### src/design/arcc_pkg.sv
package arcc_pkg;

  // ----------------------------------------------------------------
  // Register byte offsets on the APB window
  // ----------------------------------------------------------------
  localparam logic [7:0] OFS_CSC  = 8'h00; // conv_status_control_reg
  localparam logic [7:0] OFS_CFG  = 8'h04; // Resolution and clock setup
  localparam logic [7:0] OFS_RESH = 8'h08; // conversion_result_reg, upper byte
  localparam logic [7:0] OFS_RESL = 8'h0C; // conversion_result_reg, lower byte
  localparam logic [7:0] OFS_ISTS = 8'h10; // Sticky event status, read only
  localparam logic [7:0] OFS_ICLR = 8'h14; // Event clear, write only
  localparam logic [7:0] OFS_IEN  = 8'h18; // Event enable

  // ----------------------------------------------------------------
  // Field layouts and reset values
  // ----------------------------------------------------------------
  typedef enum logic [1:0] {
    MODE_8  = 2'h0,
    MODE_10 = 2'h1,
    MODE_12 = 2'h2
  } arcc_mode_e;

  typedef struct packed {
    logic       done;  // conversion_done_flag, bit 7, read only
    logic       aien;  // Converter interrupt enable, bit 6
    logic       cont;  // Continuous conversion, bit 5
    logic       on;    // Converter running, bit 4
    logic [3:0] chan;  // Input channel, bits 3:0
  } arcc_csc_s;

  typedef struct packed {
    logic [3:0] div;     // Alternate clock divide, bits 7:4
    logic       rsvd;    // Bit 3, reads zero
    logic       clk_alt; // Bit 2: 1 = divided clock, 0 = bus clock
    logic [1:0] mode;    // Bits 1:0, result width
  } arcc_cfg_s;

  typedef struct packed {
    logic        evt;  // Completion pulse
    logic [15:0] data; // Right-aligned result
  } arcc_conv_s;

  localparam arcc_csc_s CSC_RST = 8'h00;
  localparam arcc_cfg_s CFG_RST = 8'h32; // Divide by 4, 12-bit, bus clock

  localparam int IRQ_DONE_BIT = 0; // Conversion complete
  localparam int IRQ_RACE_BIT = 1; // Upper-byte read hit a completion
  localparam int IRQ_W        = 2;

  // Conversion length in conversion-clock ticks
  localparam logic [7:0] CONV_TICKS = 8'h0E;

endpackage

### src/design/arcc_top.sv
// The implementer's own choices: the address map and the APB interface to the registers.
`timescale 1ns/1ns
// Function
// - Upper-byte read freezes lower byte in 10/12-bit
// - Read during completion may take newer low byte
// - 8-bit mode uses no byte freeze
// - Control write clears done flag; completion wins
// - Result holds conversion finished during that write
// - Interrupt asserts right after such a write
// - Control write sets channel, starts or stops
// - Conversion clock: bus clock or divided clock
module arcc_top import arcc_pkg::*; #(
  parameter int DATA_W = 12, // Converter sample width
  parameter int DIV_W  = 4   // Alternate divider width
) (
  input  wire logic              CLK_I,        // Bus clock, 250 MHz
  input  wire logic              RST_N_I,      // Asynchronous reset, low active
  input  wire logic              PSEL_I,       // APB select
  input  wire logic              PENABLE_I,    // APB access phase
  input  wire logic              PWRITE_I,     // APB direction
  input  wire logic [7:0]        PADDR_I,      // APB byte address
  input  wire logic [31:0]       PWDATA_I,     // APB write data
  output logic      [31:0]       PRDATA_O,     // APB read data
  output logic                   PREADY_O,     // APB ready
  output logic                   PSLVERR_O,    // APB error
  input  wire logic [DATA_W-1:0] ADC_DATA_I,   // Sampled analog value
  output logic      [3:0]        ADC_CHAN_O,   // Selected input channel
  output logic                   ADC_SAMPLE_O, // Pulse when a result is taken
  output logic                   ADC_BUSY_O,   // Conversion in progress
  output logic                   IRQ_O         // Level interrupt
);

  // ----------------------------------------------------------------
  // Declarations
  // ----------------------------------------------------------------
  typedef enum logic {
    ST_IDLE,
    ST_CONV
  } arcc_state_e;

  arcc_state_e      state;       // Conversion sequencer state
  arcc_state_e      next_state;  // Next sequencer state
  logic [7:0]       tick_cnt;    // Ticks spent in this conversion
  logic [7:0]       next_tick_cnt;
  arcc_csc_s        csc;         // conv_status_control_reg
  arcc_csc_s        next_csc;
  arcc_cfg_s        cfg;         // Resolution and clock setup
  arcc_cfg_s        next_cfg;
  logic [15:0]      result;      // conversion_result_reg
  logic [15:0]      next_result;
  logic             hold;        // Lower byte is frozen
  logic             next_hold;
  logic [7:0]       low_hold;    // Frozen lower byte
  logic [7:0]       next_low_hold;
  logic [31:0]      next_prdata; // Read data for the access phase
  logic             sample;      // Registered sample pulse
  logic             next_sample;

  arcc_conv_s       conv;        // Completion this cycle
  logic             conv_tick;   // Conversion clock enable
  logic             div_tick;    // Divided clock enable
  logic             setup;       // APB setup phase
  logic             access;      // APB access phase
  logic             wr;          // Write takes effect now
  logic             rd;          // Read completes now
  logic             mapped;      // Address hits a register
  logic             csc_wr;      // Write to control register
  logic             hi_rd;       // Upper result byte read
  logic             lo_rd;       // Lower result byte read
  logic             wide;        // 10- or 12-bit mode
  logic [IRQ_W-1:0] evt;         // Events to the status unit
  logic [IRQ_W-1:0] irq_sts;     // Sticky status
  logic [IRQ_W-1:0] irq_en;      // Enable mask
  logic             irq_evt;     // Masked event request
  logic [7:0]       low_view;    // Lower byte as the bus sees it

  // ----------------------------------------------------------------
  // Helpers
  // ----------------------------------------------------------------

  // Right-align the sample to the selected width
  function automatic logic [15:0] fmt(input logic [1:0] mode,
                                      input logic [DATA_W-1:0] d);
    logic [15:0] wide_d;
    wide_d = 16'(d);
    case (mode)
      MODE_8:  fmt = 16'(wide_d[11:4]);
      MODE_10: fmt = 16'(wide_d[11:2]);
      default: fmt = 16'(wide_d[11:0]);
    endcase
  endfunction

  // Known register offsets
  function automatic logic hit(input logic [7:0] a);
    hit = (a == OFS_CSC)  || (a == OFS_CFG)  || (a == OFS_RESH) ||
          (a == OFS_RESL) || (a == OFS_ISTS) || (a == OFS_ICLR) ||
          (a == OFS_IEN);
  endfunction

  // ----------------------------------------------------------------
  // APB decode
  // ----------------------------------------------------------------

  // Zero wait states: every access finishes in its first access cycle
  assign PREADY_O  = 1'b1;
  assign setup     = PSEL_I && !PENABLE_I;
  assign access    = PSEL_I && PENABLE_I;
  assign mapped    = hit(PADDR_I);
  assign PSLVERR_O = access && !mapped;
  assign wr        = access && PWRITE_I && mapped;
  assign rd        = access && !PWRITE_I && mapped;
  assign csc_wr    = wr && (PADDR_I == OFS_CSC);
  assign hi_rd     = rd && (PADDR_I == OFS_RESH);
  assign lo_rd     = rd && (PADDR_I == OFS_RESL);
  assign wide      = (cfg.mode != MODE_8);

  // ----------------------------------------------------------------
  // Conversion clock source
  // ----------------------------------------------------------------

  // Divider stands for the separate slow clock; one clock domain kept
  arcc_clkdiv #(
    .W       (DIV_W)
  ) u_div (
    .clk_i   (CLK_I),
    .rst_n_i (RST_N_I),
    .run_i   (cfg.clk_alt),
    .div_i   (DIV_W'(cfg.div)),
    .tick_o  (div_tick)
  );

  // Pick the tick source per configuration
  assign conv_tick = cfg.clk_alt ? div_tick : 1'b1;

  // ----------------------------------------------------------------
  // Completion detect
  // ----------------------------------------------------------------

  // Last tick of a running conversion produces the result
  always_comb begin
    conv.evt  = (state == ST_CONV) && conv_tick &&
                (tick_cnt == (CONV_TICKS - 8'h01));
    conv.data = fmt(cfg.mode, ADC_DATA_I);
  end

  // ----------------------------------------------------------------
  // Sequencer and control register
  // ----------------------------------------------------------------

  // Next state of sequencer, control register and result
  always_comb begin
    next_state    = state;
    next_tick_cnt = tick_cnt;
    next_csc      = csc;
    next_cfg      = cfg;
    next_result   = result;
    next_sample   = 1'b0;

    // Count ticks while converting
    case (state)
      ST_IDLE: begin
        next_tick_cnt = 8'h00;
      end
      ST_CONV: begin
        if (conv_tick) begin
          next_tick_cnt = tick_cnt + 8'h01;
        end
        if (conv.evt) begin
          next_result   = conv.data;
          next_sample   = 1'b1;
          next_tick_cnt = 8'h00;
          if (!csc.cont) begin
            next_state = ST_IDLE;          // Single mode stops here
          end
        end
      end
      default: begin
        next_state    = ST_IDLE;
        next_tick_cnt = 8'h00;
      end
    endcase

    // Control write: clear flag, new channel, start or stop
    if (csc_wr) begin
      next_csc.chan = PWDATA_I[3:0];
      next_csc.on   = PWDATA_I[4];
      next_csc.cont = PWDATA_I[5];
      next_csc.aien = PWDATA_I[6];
      next_csc.done = 1'b0;
      next_tick_cnt = 8'h00;
      if (PWDATA_I[4]) begin
        next_state = ST_CONV;
      end else begin
        next_state = ST_IDLE;              // Stops continuous runs
      end
    end

    // A completion in the write cycle keeps the flag set and the data
    if (conv.evt) begin
      next_csc.done = 1'b1;
    end

    // Single mode leaves the running bit clear when done
    if (conv.evt && !csc.cont && !csc_wr) begin
      next_csc.on = 1'b0;
    end

    // Configuration register; reserved bit forced to zero
    if (wr && (PADDR_I == OFS_CFG)) begin
      next_cfg      = arcc_cfg_s'(PWDATA_I[7:0]);
      next_cfg.rsvd = 1'b0;
      if (PWDATA_I[1:0] == 2'h3) begin
        next_cfg.mode = MODE_12;           // Undefined code maps to widest
      end
    end
  end

  // Registers only
  always_ff @(posedge CLK_I or negedge RST_N_I) begin
    if (!RST_N_I) begin
      state    <= ST_IDLE;
      tick_cnt <= 8'h00;
      csc      <= CSC_RST;
      cfg      <= CFG_RST;
      result   <= 16'h0000;
      sample   <= 1'b0;
    end else begin
      state    <= next_state;
      tick_cnt <= next_tick_cnt;
      csc      <= next_csc;
      cfg      <= next_cfg;
      result   <= next_result;
      sample   <= next_sample;
    end
  end

  // ----------------------------------------------------------------
  // Byte coherency
  // ----------------------------------------------------------------

  // Freeze logic keeps the low byte from the high byte's conversion.
  // The freeze takes the completing result over the register, so a completion on
  // the very edge of the upper read slips the new low byte in; this
  // reproduces the converter's known behaviour rather than fixing it.
  always_comb begin
    next_hold     = hold;
    next_low_hold = low_hold;
    if (hi_rd && wide) begin
      next_hold = 1'b1;
      if (conv.evt) begin
        next_low_hold = conv.data[7:0];
      end else begin
        next_low_hold = result[7:0];
      end
    end else if (lo_rd || !wide) begin
      next_hold = 1'b0;
    end
  end

  // Registers only
  always_ff @(posedge CLK_I or negedge RST_N_I) begin
    if (!RST_N_I) begin
      hold     <= 1'b0;
      low_hold <= 8'h00;
    end else begin
      hold     <= next_hold;
      low_hold <= next_low_hold;
    end
  end

  // Lower byte seen by the bus: frozen copy or live value
  assign low_view = (hold && wide) ? low_hold : result[7:0];

  // ----------------------------------------------------------------
  // Events and interrupt
  // ----------------------------------------------------------------

  // Completion and the upper-read collision are both reported
  always_comb begin
    evt               = '0;
    evt[IRQ_DONE_BIT] = conv.evt;
    evt[IRQ_RACE_BIT] = hi_rd && wide && conv.evt;
  end

  arcc_irq #(
    .N        (IRQ_W)
  ) u_irq (
    .clk_i    (CLK_I),
    .rst_n_i  (RST_N_I),
    .evt_i    (evt),
    .clr_wr_i (wr && (PADDR_I == OFS_ICLR)),
    .en_wr_i  (wr && (PADDR_I == OFS_IEN)),
    .wdata_i  (PWDATA_I[IRQ_W-1:0]),
    .sts_o    (irq_sts),
    .en_o     (irq_en),
    .irq_o    (irq_evt)
  );

  // Flag left set by a racing write raises the line at once
  assign IRQ_O = (csc.aien && csc.done) || irq_evt;

  // ----------------------------------------------------------------
  // Read data
  // ----------------------------------------------------------------

  // Captured in setup so the data output comes from a flip-flop.
  // Trade-off: a value changing between setup and access is seen
  // one access late; the freeze itself acts at the access edge.
  always_comb begin
    next_prdata = PRDATA_O;
    if (setup && !PWRITE_I) begin
      case (PADDR_I)
        OFS_CSC:  next_prdata = 32'(csc);
        OFS_CFG:  next_prdata = 32'(cfg);
        OFS_RESH: next_prdata = 32'(result[15:8]);
        OFS_RESL: next_prdata = 32'(low_view);
        OFS_ISTS: next_prdata = 32'(irq_sts);
        OFS_IEN:  next_prdata = 32'(irq_en);
        default:  next_prdata = 32'h00000000; // Clear register and holes
      endcase
    end
  end

  // Registers only
  always_ff @(posedge CLK_I or negedge RST_N_I) begin
    if (!RST_N_I) begin
      PRDATA_O <= 32'h00000000;
    end else begin
      PRDATA_O <= next_prdata;
    end
  end

  // ----------------------------------------------------------------
  // Converter-facing outputs
  // ----------------------------------------------------------------

  // Channel and status straight from registers
  assign ADC_CHAN_O   = csc.chan;
  assign ADC_BUSY_O   = (state == ST_CONV);
  assign ADC_SAMPLE_O = sample;

endmodule // arcc_top

### src/design/arcc_clkdiv.sv
`timescale 1ns/1ns
// ------------------------------------------------------------------
// Tick divider: one-cycle enable every (div+1) clocks
// ------------------------------------------------------------------
module arcc_clkdiv import arcc_pkg::*; #(
  parameter int W = 4
) (
  input  wire logic         clk_i,
  input  wire logic         rst_n_i,
  input  wire logic         run_i,   // Hold counter cleared when low
  input  wire logic [W-1:0] div_i,   // Divide ratio minus one
  output logic              tick_o   // Enable pulse
);

  logic [W-1:0] cnt;       // Running count
  logic [W-1:0] next_cnt;  // Next count
  logic         next_tick; // Next pulse

  // Count up to the ratio minus one, then wrap with a pulse
  always_comb begin
    next_cnt  = '0;
    next_tick = 1'b0;
    if (run_i) begin
      if (cnt >= div_i) begin
        next_tick = 1'b1;
      end else begin
        next_cnt = cnt + 1'b1;
      end
    end
  end

  // Registers only
  always_ff @(posedge clk_i or negedge rst_n_i) begin
    if (!rst_n_i) begin
      cnt    <= '0;
      tick_o <= 1'b0;
    end else begin
      cnt    <= next_cnt;
      tick_o <= next_tick;
    end
  end

endmodule // arcc_clkdiv

### src/design/arcc_irq.sv
`timescale 1ns/1ns
// ------------------------------------------------------------------
// Sticky event status with enable mask and one level output
// ------------------------------------------------------------------
module arcc_irq import arcc_pkg::*; #(
  parameter int N = IRQ_W
) (
  input  wire logic         clk_i,
  input  wire logic         rst_n_i,
  input  wire logic [N-1:0] evt_i,    // Event pulses
  input  wire logic         clr_wr_i, // Write to the clear register
  input  wire logic         en_wr_i,  // Write to the enable register
  input  wire logic [N-1:0] wdata_i,  // Bus write data
  output logic      [N-1:0] sts_o,    // Sticky status
  output logic      [N-1:0] en_o,     // Enable mask
  output logic              irq_o     // Level request
);

  logic [N-1:0] next_sts; // Next status
  logic [N-1:0] next_en;  // Next mask

  // Set beats clear so an event in the clear cycle survives
  always_comb begin
    next_sts = sts_o;
    next_en  = en_o;
    if (clr_wr_i) begin
      next_sts = sts_o & ~wdata_i;
    end
    next_sts = next_sts | evt_i;
    if (en_wr_i) begin
      next_en = wdata_i;
    end
  end

  // Registers only
  always_ff @(posedge clk_i or negedge rst_n_i) begin
    if (!rst_n_i) begin
      sts_o <= '0;
      en_o  <= '0;
    end else begin
      sts_o <= next_sts;
      en_o  <= next_en;
    end
  end

  assign irq_o = |(sts_o & en_o);

endmodule // arcc_irq

### config.mk
export PLATFORM = sky130hd
export DESIGN_NAME = arcc_top
export DESIGN_NICKNAME = d
export VERILOG_FILES = /design/src/design/arcc_pkg.sv /design/src/design/arcc_top.sv /design/src/design/arcc_clkdiv.sv /design/src/design/arcc_irq.sv
export SDC_FILE = /design/constraint.sdc
export NUM_CORES = 1
export LEC_CHECK = 0
export ABC_AREA = 1
export BUFFER_PORTS_ARGS = -buffer_cell sky130_fd_sc_hd__buf_2
export CAP_MARGIN = 10
export CORE_AREA = 2 2 87 89
export DETAILED_ROUTE_END_ITERATION = 6
export DIE_AREA = 0 0 89 91
export GPL_TIMING_DRIVEN = 0
export PLACE_DENSITY = 0.88
export SETUP_SLACK_MARGIN = 0.5
export SLEW_MARGIN = 25
export SYNTH_ARGS = -nofsm -noshare
export SYNTH_HDL_FRONTEND = slang
export SYNTH_SLANG_ARGS = --single-unit
### constraint.sdc
create_clock -name CLK_I -period 1.8 [get_ports CLK_I]
set_input_delay 0.27 -clock CLK_I [delete_from_list [all_inputs] [get_ports CLK_I]]
set_output_delay 0.27 -clock CLK_I [all_outputs]
set_load 0.01 [all_outputs]
[After elaboration in Yosys (flattened, before gate mapping)]
Cells that the tools add are included.
Word-level totals
  bits in registers: 91
  bits in latches: 0
  bits in writable memories: 0
  ROM bits: 0
  bits of input ports: 57
  output and inout bits: 41
  logic and storage cells: 108
  memories kept: 0
Operators by class
  add/subtract/negate cells: 2
  $mul: 0
  divide/modulo/power cells: 0
  magnitude comparators: 1
  equality and inequality tests: 10
  shift-type cells: 0
  muxes and demuxes: 27
  bitwise operators: 5
  reduce and logical (&&, ||, !) cells: 44
Operators by type and width (count)
  $mux W8: 6
  $pmux W8 S6: 1
  $eq A8 B4 Y1 const B: 3
  $eq A8 B5 Y1 const B: 3
  $pmux W12 S2: 1
  $logic_and A1 B1 Y1: 22
  $pmux W8 S2: 1
  $mux W1: 14
  $add A8 B1 Y8 const B: 1
  $eq A8 B3 Y1 const B: 1
  $logic_not A8 Y1: 1
  $logic_or A1 B1 Y1: 8
  $mux W4: 2
  $reduce_bool A2 Y1: 4
  $logic_not A1 Y1: 6
  $add A4 B1 Y4 const B: 1
  $and A2 B2 Y2: 2
  $ge A4 B4 Y1: 1
  $mux W2: 2
  $ne A4 B1 Y1 const B: 1
  $eq A2 B1 Y1 const B: 1
  $eq A2 B2 Y1 const B: 1
  $logic_not A2 Y1: 1
  $not A2 Y2: 1
  other kinds (4): 4

[Depth between registers and ports, before layout]
  depth after elaboration: 12
  mapped depth: 10
  mapped depth without buffers: 10

[Hierarchy]
From an unflattened synthesis, not the netlist that was laid out.
Second synthesis, totals
  cell total of the unflattened synthesis: 497
  area, all modules: 3829.9 µm²
By module, submodules not included
  arcc_top: instances 1, cells an instance 438, area each 3344.5 µm², seq. area each 1355.0 µm²
  arcc_clkdiv: instances 1, cells an instance 38, area each 319.1 µm², seq. area each 125.1 µm²
  arcc_irq: instances 1, cells an instance 21, area each 166.4 µm², seq. area each 100.1 µm²

[Worst setup path after synthesis]
OpenSTA, ideal clock, no wires.
  kind: reg2reg
  from: register tick_cnt[1]
  to: register tick_cnt[2]
  setup time: 0.118 ns
  arrival time: 1.458 ns
  data required time: 1.682 ns
  slack: 0.225 ns
  cell stages (with the launch flop): 10
  buffers on the path: 2
  period minus slack after synthesis: 1.575 ns
  path through: dfrtp_1 -> inv_1 -> ha_1 -> nand3_2 -> nor3_4 -> inv_2 -> buf_6 -> buf_2 -> nand3_1 -> nand2_1
Between the ends
  word-level cells in the longest chain between the ends: 5
  elaborated cells on any way between the ends: 8
  classes of those cells: 1 x add/sub; 2 x eq/ne; 4 x mux; 1 x reduce/logical
Ends and longest elaborated chain
  from (decl): RTL line arcc_top.sv:43  | logic [7:0] tick_cnt;
  from (signal assigned): RTL line arcc_top.sv:229  | tick_cnt <= next_tick_cnt;
  $add A8 B1 Y8 / $eq A8 B4 Y1 (equally long branches): RTL line arcc_top.sv:166, arcc_top.sv:142
  $mux W8 / $logic_and A1 B1 Y1 (equally long branches): RTL line arcc_top.sv:165, arcc_top.sv:141
  $mux W8: RTL line arcc_top.sv:168  | if (conv.evt) begin
  $pmux W8 S2: RTL line arcc_top.sv:160  | case (state)
  $mux W8: RTL line arcc_top.sv:184  | if (csc_wr) begin
Parallel ways exist; a longest one is shown, timed or not. The select of a mux whose other input is x is not followed.
A chain may end at the register's enable or synchronous reset.

[Worst setup path after layout]
  from: register cfg[0] (netlist name)
  to: register low_hold[6]
Between the ends
  word-level cells in the longest chain between the ends: 3
  elaborated cells on any way between the ends: 6
  classes of those cells: 1 x eq/ne; 2 x mux; 3 x reduce/logical
Ends and longest elaborated chain
  from (decl): RTL line arcc_top.sv:47  | arcc_cfg_s cfg;
  from (signal assigned): RTL line arcc_top.sv:231  | cfg <= next_cfg;
  $eq A2 B1 Y1 / $logic_not A2 Y1 (equally long branches): RTL line arcc_top.sv:86  | case (mode)
  $pmux W12 S2: RTL line arcc_top.sv:86
  $mux W8: RTL line arcc_top.sv:250  | if (conv.evt) begin
  to (signal assigned): RTL line arcc_top.sv:267  | low_hold <= next_low_hold;
  to (decl): RTL line arcc_top.sv:53  | logic [7:0] low_hold;
Parallel ways exist; a longest one is shown, timed or not.

==> results.json <==
{
  "status": "finished, violations left",
  "violations": "hold timing",
  "period_share": 0.895,
  "p_leak_nw": 2.63,
  "h-tree-depth": 3,
  "drv_slew": 0,
  "stdcell_area_sq_um": 5060,
  "area_delta_synth_final_pct": 36.1,
  "grt_busiest_layer": "met2",
  "diodes": 0,
  "avgSynthCellArea_sq_um": 7.56,
  "required_ps": 2090,
  "ys_warn_count": 0,
  "ant_nets": 0,
  "dp_slack_ps": 12.2,
  "skew_ps": 7.79,
  "grt.met3_usage": 0.0373,
  "dpl.hpwl_mm": 6.64,
  "drt-pass1-iter-count": 6,
  "path_class": "reg -> reg",
  "timing.setup.tns_ps": 0,
  "power_switching_w": 0.000700,
  "rsz0062_at_grt": "true",
  "crit_arrival_ps": 1900,
  "synthCells": 492,
  "fin_ws_ps": 189,
  "grt_overflow": 0,
  "synth.area.top_cells": "dfrtp_1 40%, nand2_1 16%, nand3_1 6.7%, buf_4 5.9%, inv_1 4.8%",
  "vias_per_cell": 5.43,
  "seqPwrFrac": 0.516,
  "syn_area_sq_um": 3720,
  "nNetsFinal": 682,
  "power.density_nw_per_um2": 550,
  "cts_made_buffers": 9,
  "cts_sinks": 63,
  "synth_top_area_share": 0.404,
  "io_buffer_count": 48,
  "num_rows": 31,
  "die_x_um": 89,
  "cp-start-kind": "flip-flop",
  "maxSlewHeadroom": 0.457,
  "clk_latency_ps": 350,
  "end_kind": "flip-flop",
  "placed_cell_area_sq_um": 4280,
  "cap_violations": 0,
  "combPwrFrac": 0.098,
  "fmax_mhz": 621,
  "synth_flop_cell": "dfrtp_1",
  "clk_pin_slew_ps": 70,
  "use_met1": 0.326,
  "holdWs_ps": -22.4,
  "grtUsageMet2": 0.413,
  "die_area_sq_um": 8100,
  "swShare": 0.252,
  "worstMarginPinSlew_ps": 815,
  "num_vias": 3922,
  "cts_tree": "yes",
  "worst-path-max-fanout": 4,
  "synth_edf_count": 0,
  "root_buffer": "clkbuf_8",
  "synth-async-reset-ratio": 1.00,
  "synth_common_cells": "154 x nand2_1, 60 x dfrtp_1, 50 x nand3_1",
  "routed_wirelength_mm": 11.2,
  "synth_seq_area_share": 0.425,
  "ctsHoldBuffers": 0,
  "routedWlPerCell_um": 15.4,
  "hold_viol": 9,
  "layout-drive-gt1-share": 0.361,
  "post-route-min-period_ps": 1610,
  "ys_ff_latch": 63,
  "initial_core_util": 0.521,
  "pwr-share-clk": 0.386,
  "synth_top_area_cell": "dfrtp_1",
  "gp_congestion": 0.955,
  "finalSetupViolCount": 0,
  "fin_util": 0.709,
  "antenna_found_initial": 0,
  "first_iter_violations": 528,
  "cts_buffer_depth": 2,
  "grt_max_degree": 64,
  "core_area_sq_um": 7140,
  "regToRegSetupSlack_ps": 190,
  "grt_pass1_vias": 3424,
  "route.detailed.drc": 0,
  "yosysMostFrequentCell": "nand2_1",
  "ir_drop_mv": 0.345,
  "p_int_w": 0.00208,
  "grt_util_all_layers": 0.250,
  "io_pins": 98,
  "die_h_um": 91,
  "ys_types": 33,
  "holdCritPathClass": "in -> async",
  "grt_pass1_wl_mm": 15.8
}
## power groups by stage
stage               clock (W)  combinational [W]  sequential (W)
finish                0.00107           0.000274         0.00143
global route          0.00114           0.000300         0.00143
CTS                   0.00106           0.000261         0.00143
detailed placement          0           0.000236         0.00146
global placement            0           0.000231         0.00146
floorplan                   0           0.000129         0.00147
## area by class of cell
cell class              count  area [sq um]
inverters                  53           219
fillers                   509          2080
repair buffers             92           667
clock buffers              15           156
flip-flops and latches     63          1580
multi-input cells         360          1970
plain buffers              39           337
clock inverters             1          5.00
well taps                  99           124
## per-stage QoR
stage / power [W] / std cells
floorplan: 0.00160 / 515
global placement: 0.00169 / 662
detailed placement: 0.00170 / 662
CTS: 0.00276 / 701
global route: 0.00288 / 722
finish: 0.00278 / 722
## what timing repair did
action,CTS,global route
cloned,1,3
endpoints found under the setup margin,52,64
pin swaps,25,23
setup buffers,22,18
gates resized for setup,48,33
## per-layer routing
metal | vias to the layer above | part of all wire | wire length [um]
met1 | 1834 | 0.38 | 4260
li1 | 1775 | - | -
met5 | - | 0 | 0
met2 | 260 | 0.49 | 5470
met4 | 0 | 0.041 | 452
met3 | 53 | 0.087 | 972
## layout by cell type, fill, tap and decap left out, types with 2 or more instances in the layout
master,n
nand2_1,143
buf_4,67
dfrtp_1,57
nand3_1,41
buf_2,39
inv_1,37
nor2_1,29
conb_1,25
buf_6,19
o21ai_0,15
nand3_2,11
o21ai_1,11
clkbuf_8,11
inv_2,9
nor2_2,8
a21oi_1,8
nor2_4,7
nand4_1,7
nand2_4,6
nand2_2,6
o21ai_2,6
a21oi_2,6
o211ai_1,5
ha_1,5
clkbuf_1,5
inv_4,3
nand3_4,3
buf_8,3
dfstp_2,3
dfrtp_2,3
nor3_4,2
clkinv_1,2
o31ai_1,2
nor3_2,2
o22ai_1,2
ha_4,2
## kinds of logic (layout without fill, tap and decap cells)
| kind of cell | count (synthesis) | count (layout) | synth area share |
|---|---|---|---|
| XOR/XNOR | 2 | 2 | 0.00471 |
| other | 2 | 25 | 0.00202 |
| flip-flops | 63 | 63 | 0.425 |
| adder cells (fa/ha/maj) | 7 | 7 | 0.0236 |
| buffers and inverters | 92 | 200 | 0.134 |
| AND/OR/NAND/NOR | 268 | 268 | 0.324 |
| AO/OA/AOI/OAI | 58 | 58 | 0.0872 |
## critical path, cell delays in order (launching register included)
cell and delay [ps]:
dfrtp_1 410, buf_6 140, nor2_4 100, inv_2 70, buf_4 140, o21ai_0 250, a21oi_1 110, o21ai_2 140
nand3_1 90, nand2_1 90
## path summary, 6_finish.rpt
check	from	endpoint	depth (start not counted)
max in group asynchronous	RST_N_I	tick_cnt[4]	1
min reg2reg	PRDATA_O[4]	PRDATA_O[4]	2
max reg2reg	cfg[0]	low_hold[6]	9
max	cfg[0]	low_hold[6]	9
min in group CLK_I	PWDATA_I[3]	ADC_CHAN_O[3]	3
min	RST_N_I	result[1]	1
## sequential cells by signal (all words and copies together) (netlist names), 2 cells and up
register,flops
ADC_CHAN_O,4
PRDATA_O,8
cfg,7
csc,4
low_hold,8
result,12
tick_cnt,8
u_div.cnt,4
u_irq.en_o,2
u_irq.sts_o,2
(Power assumes the default switching activity.)
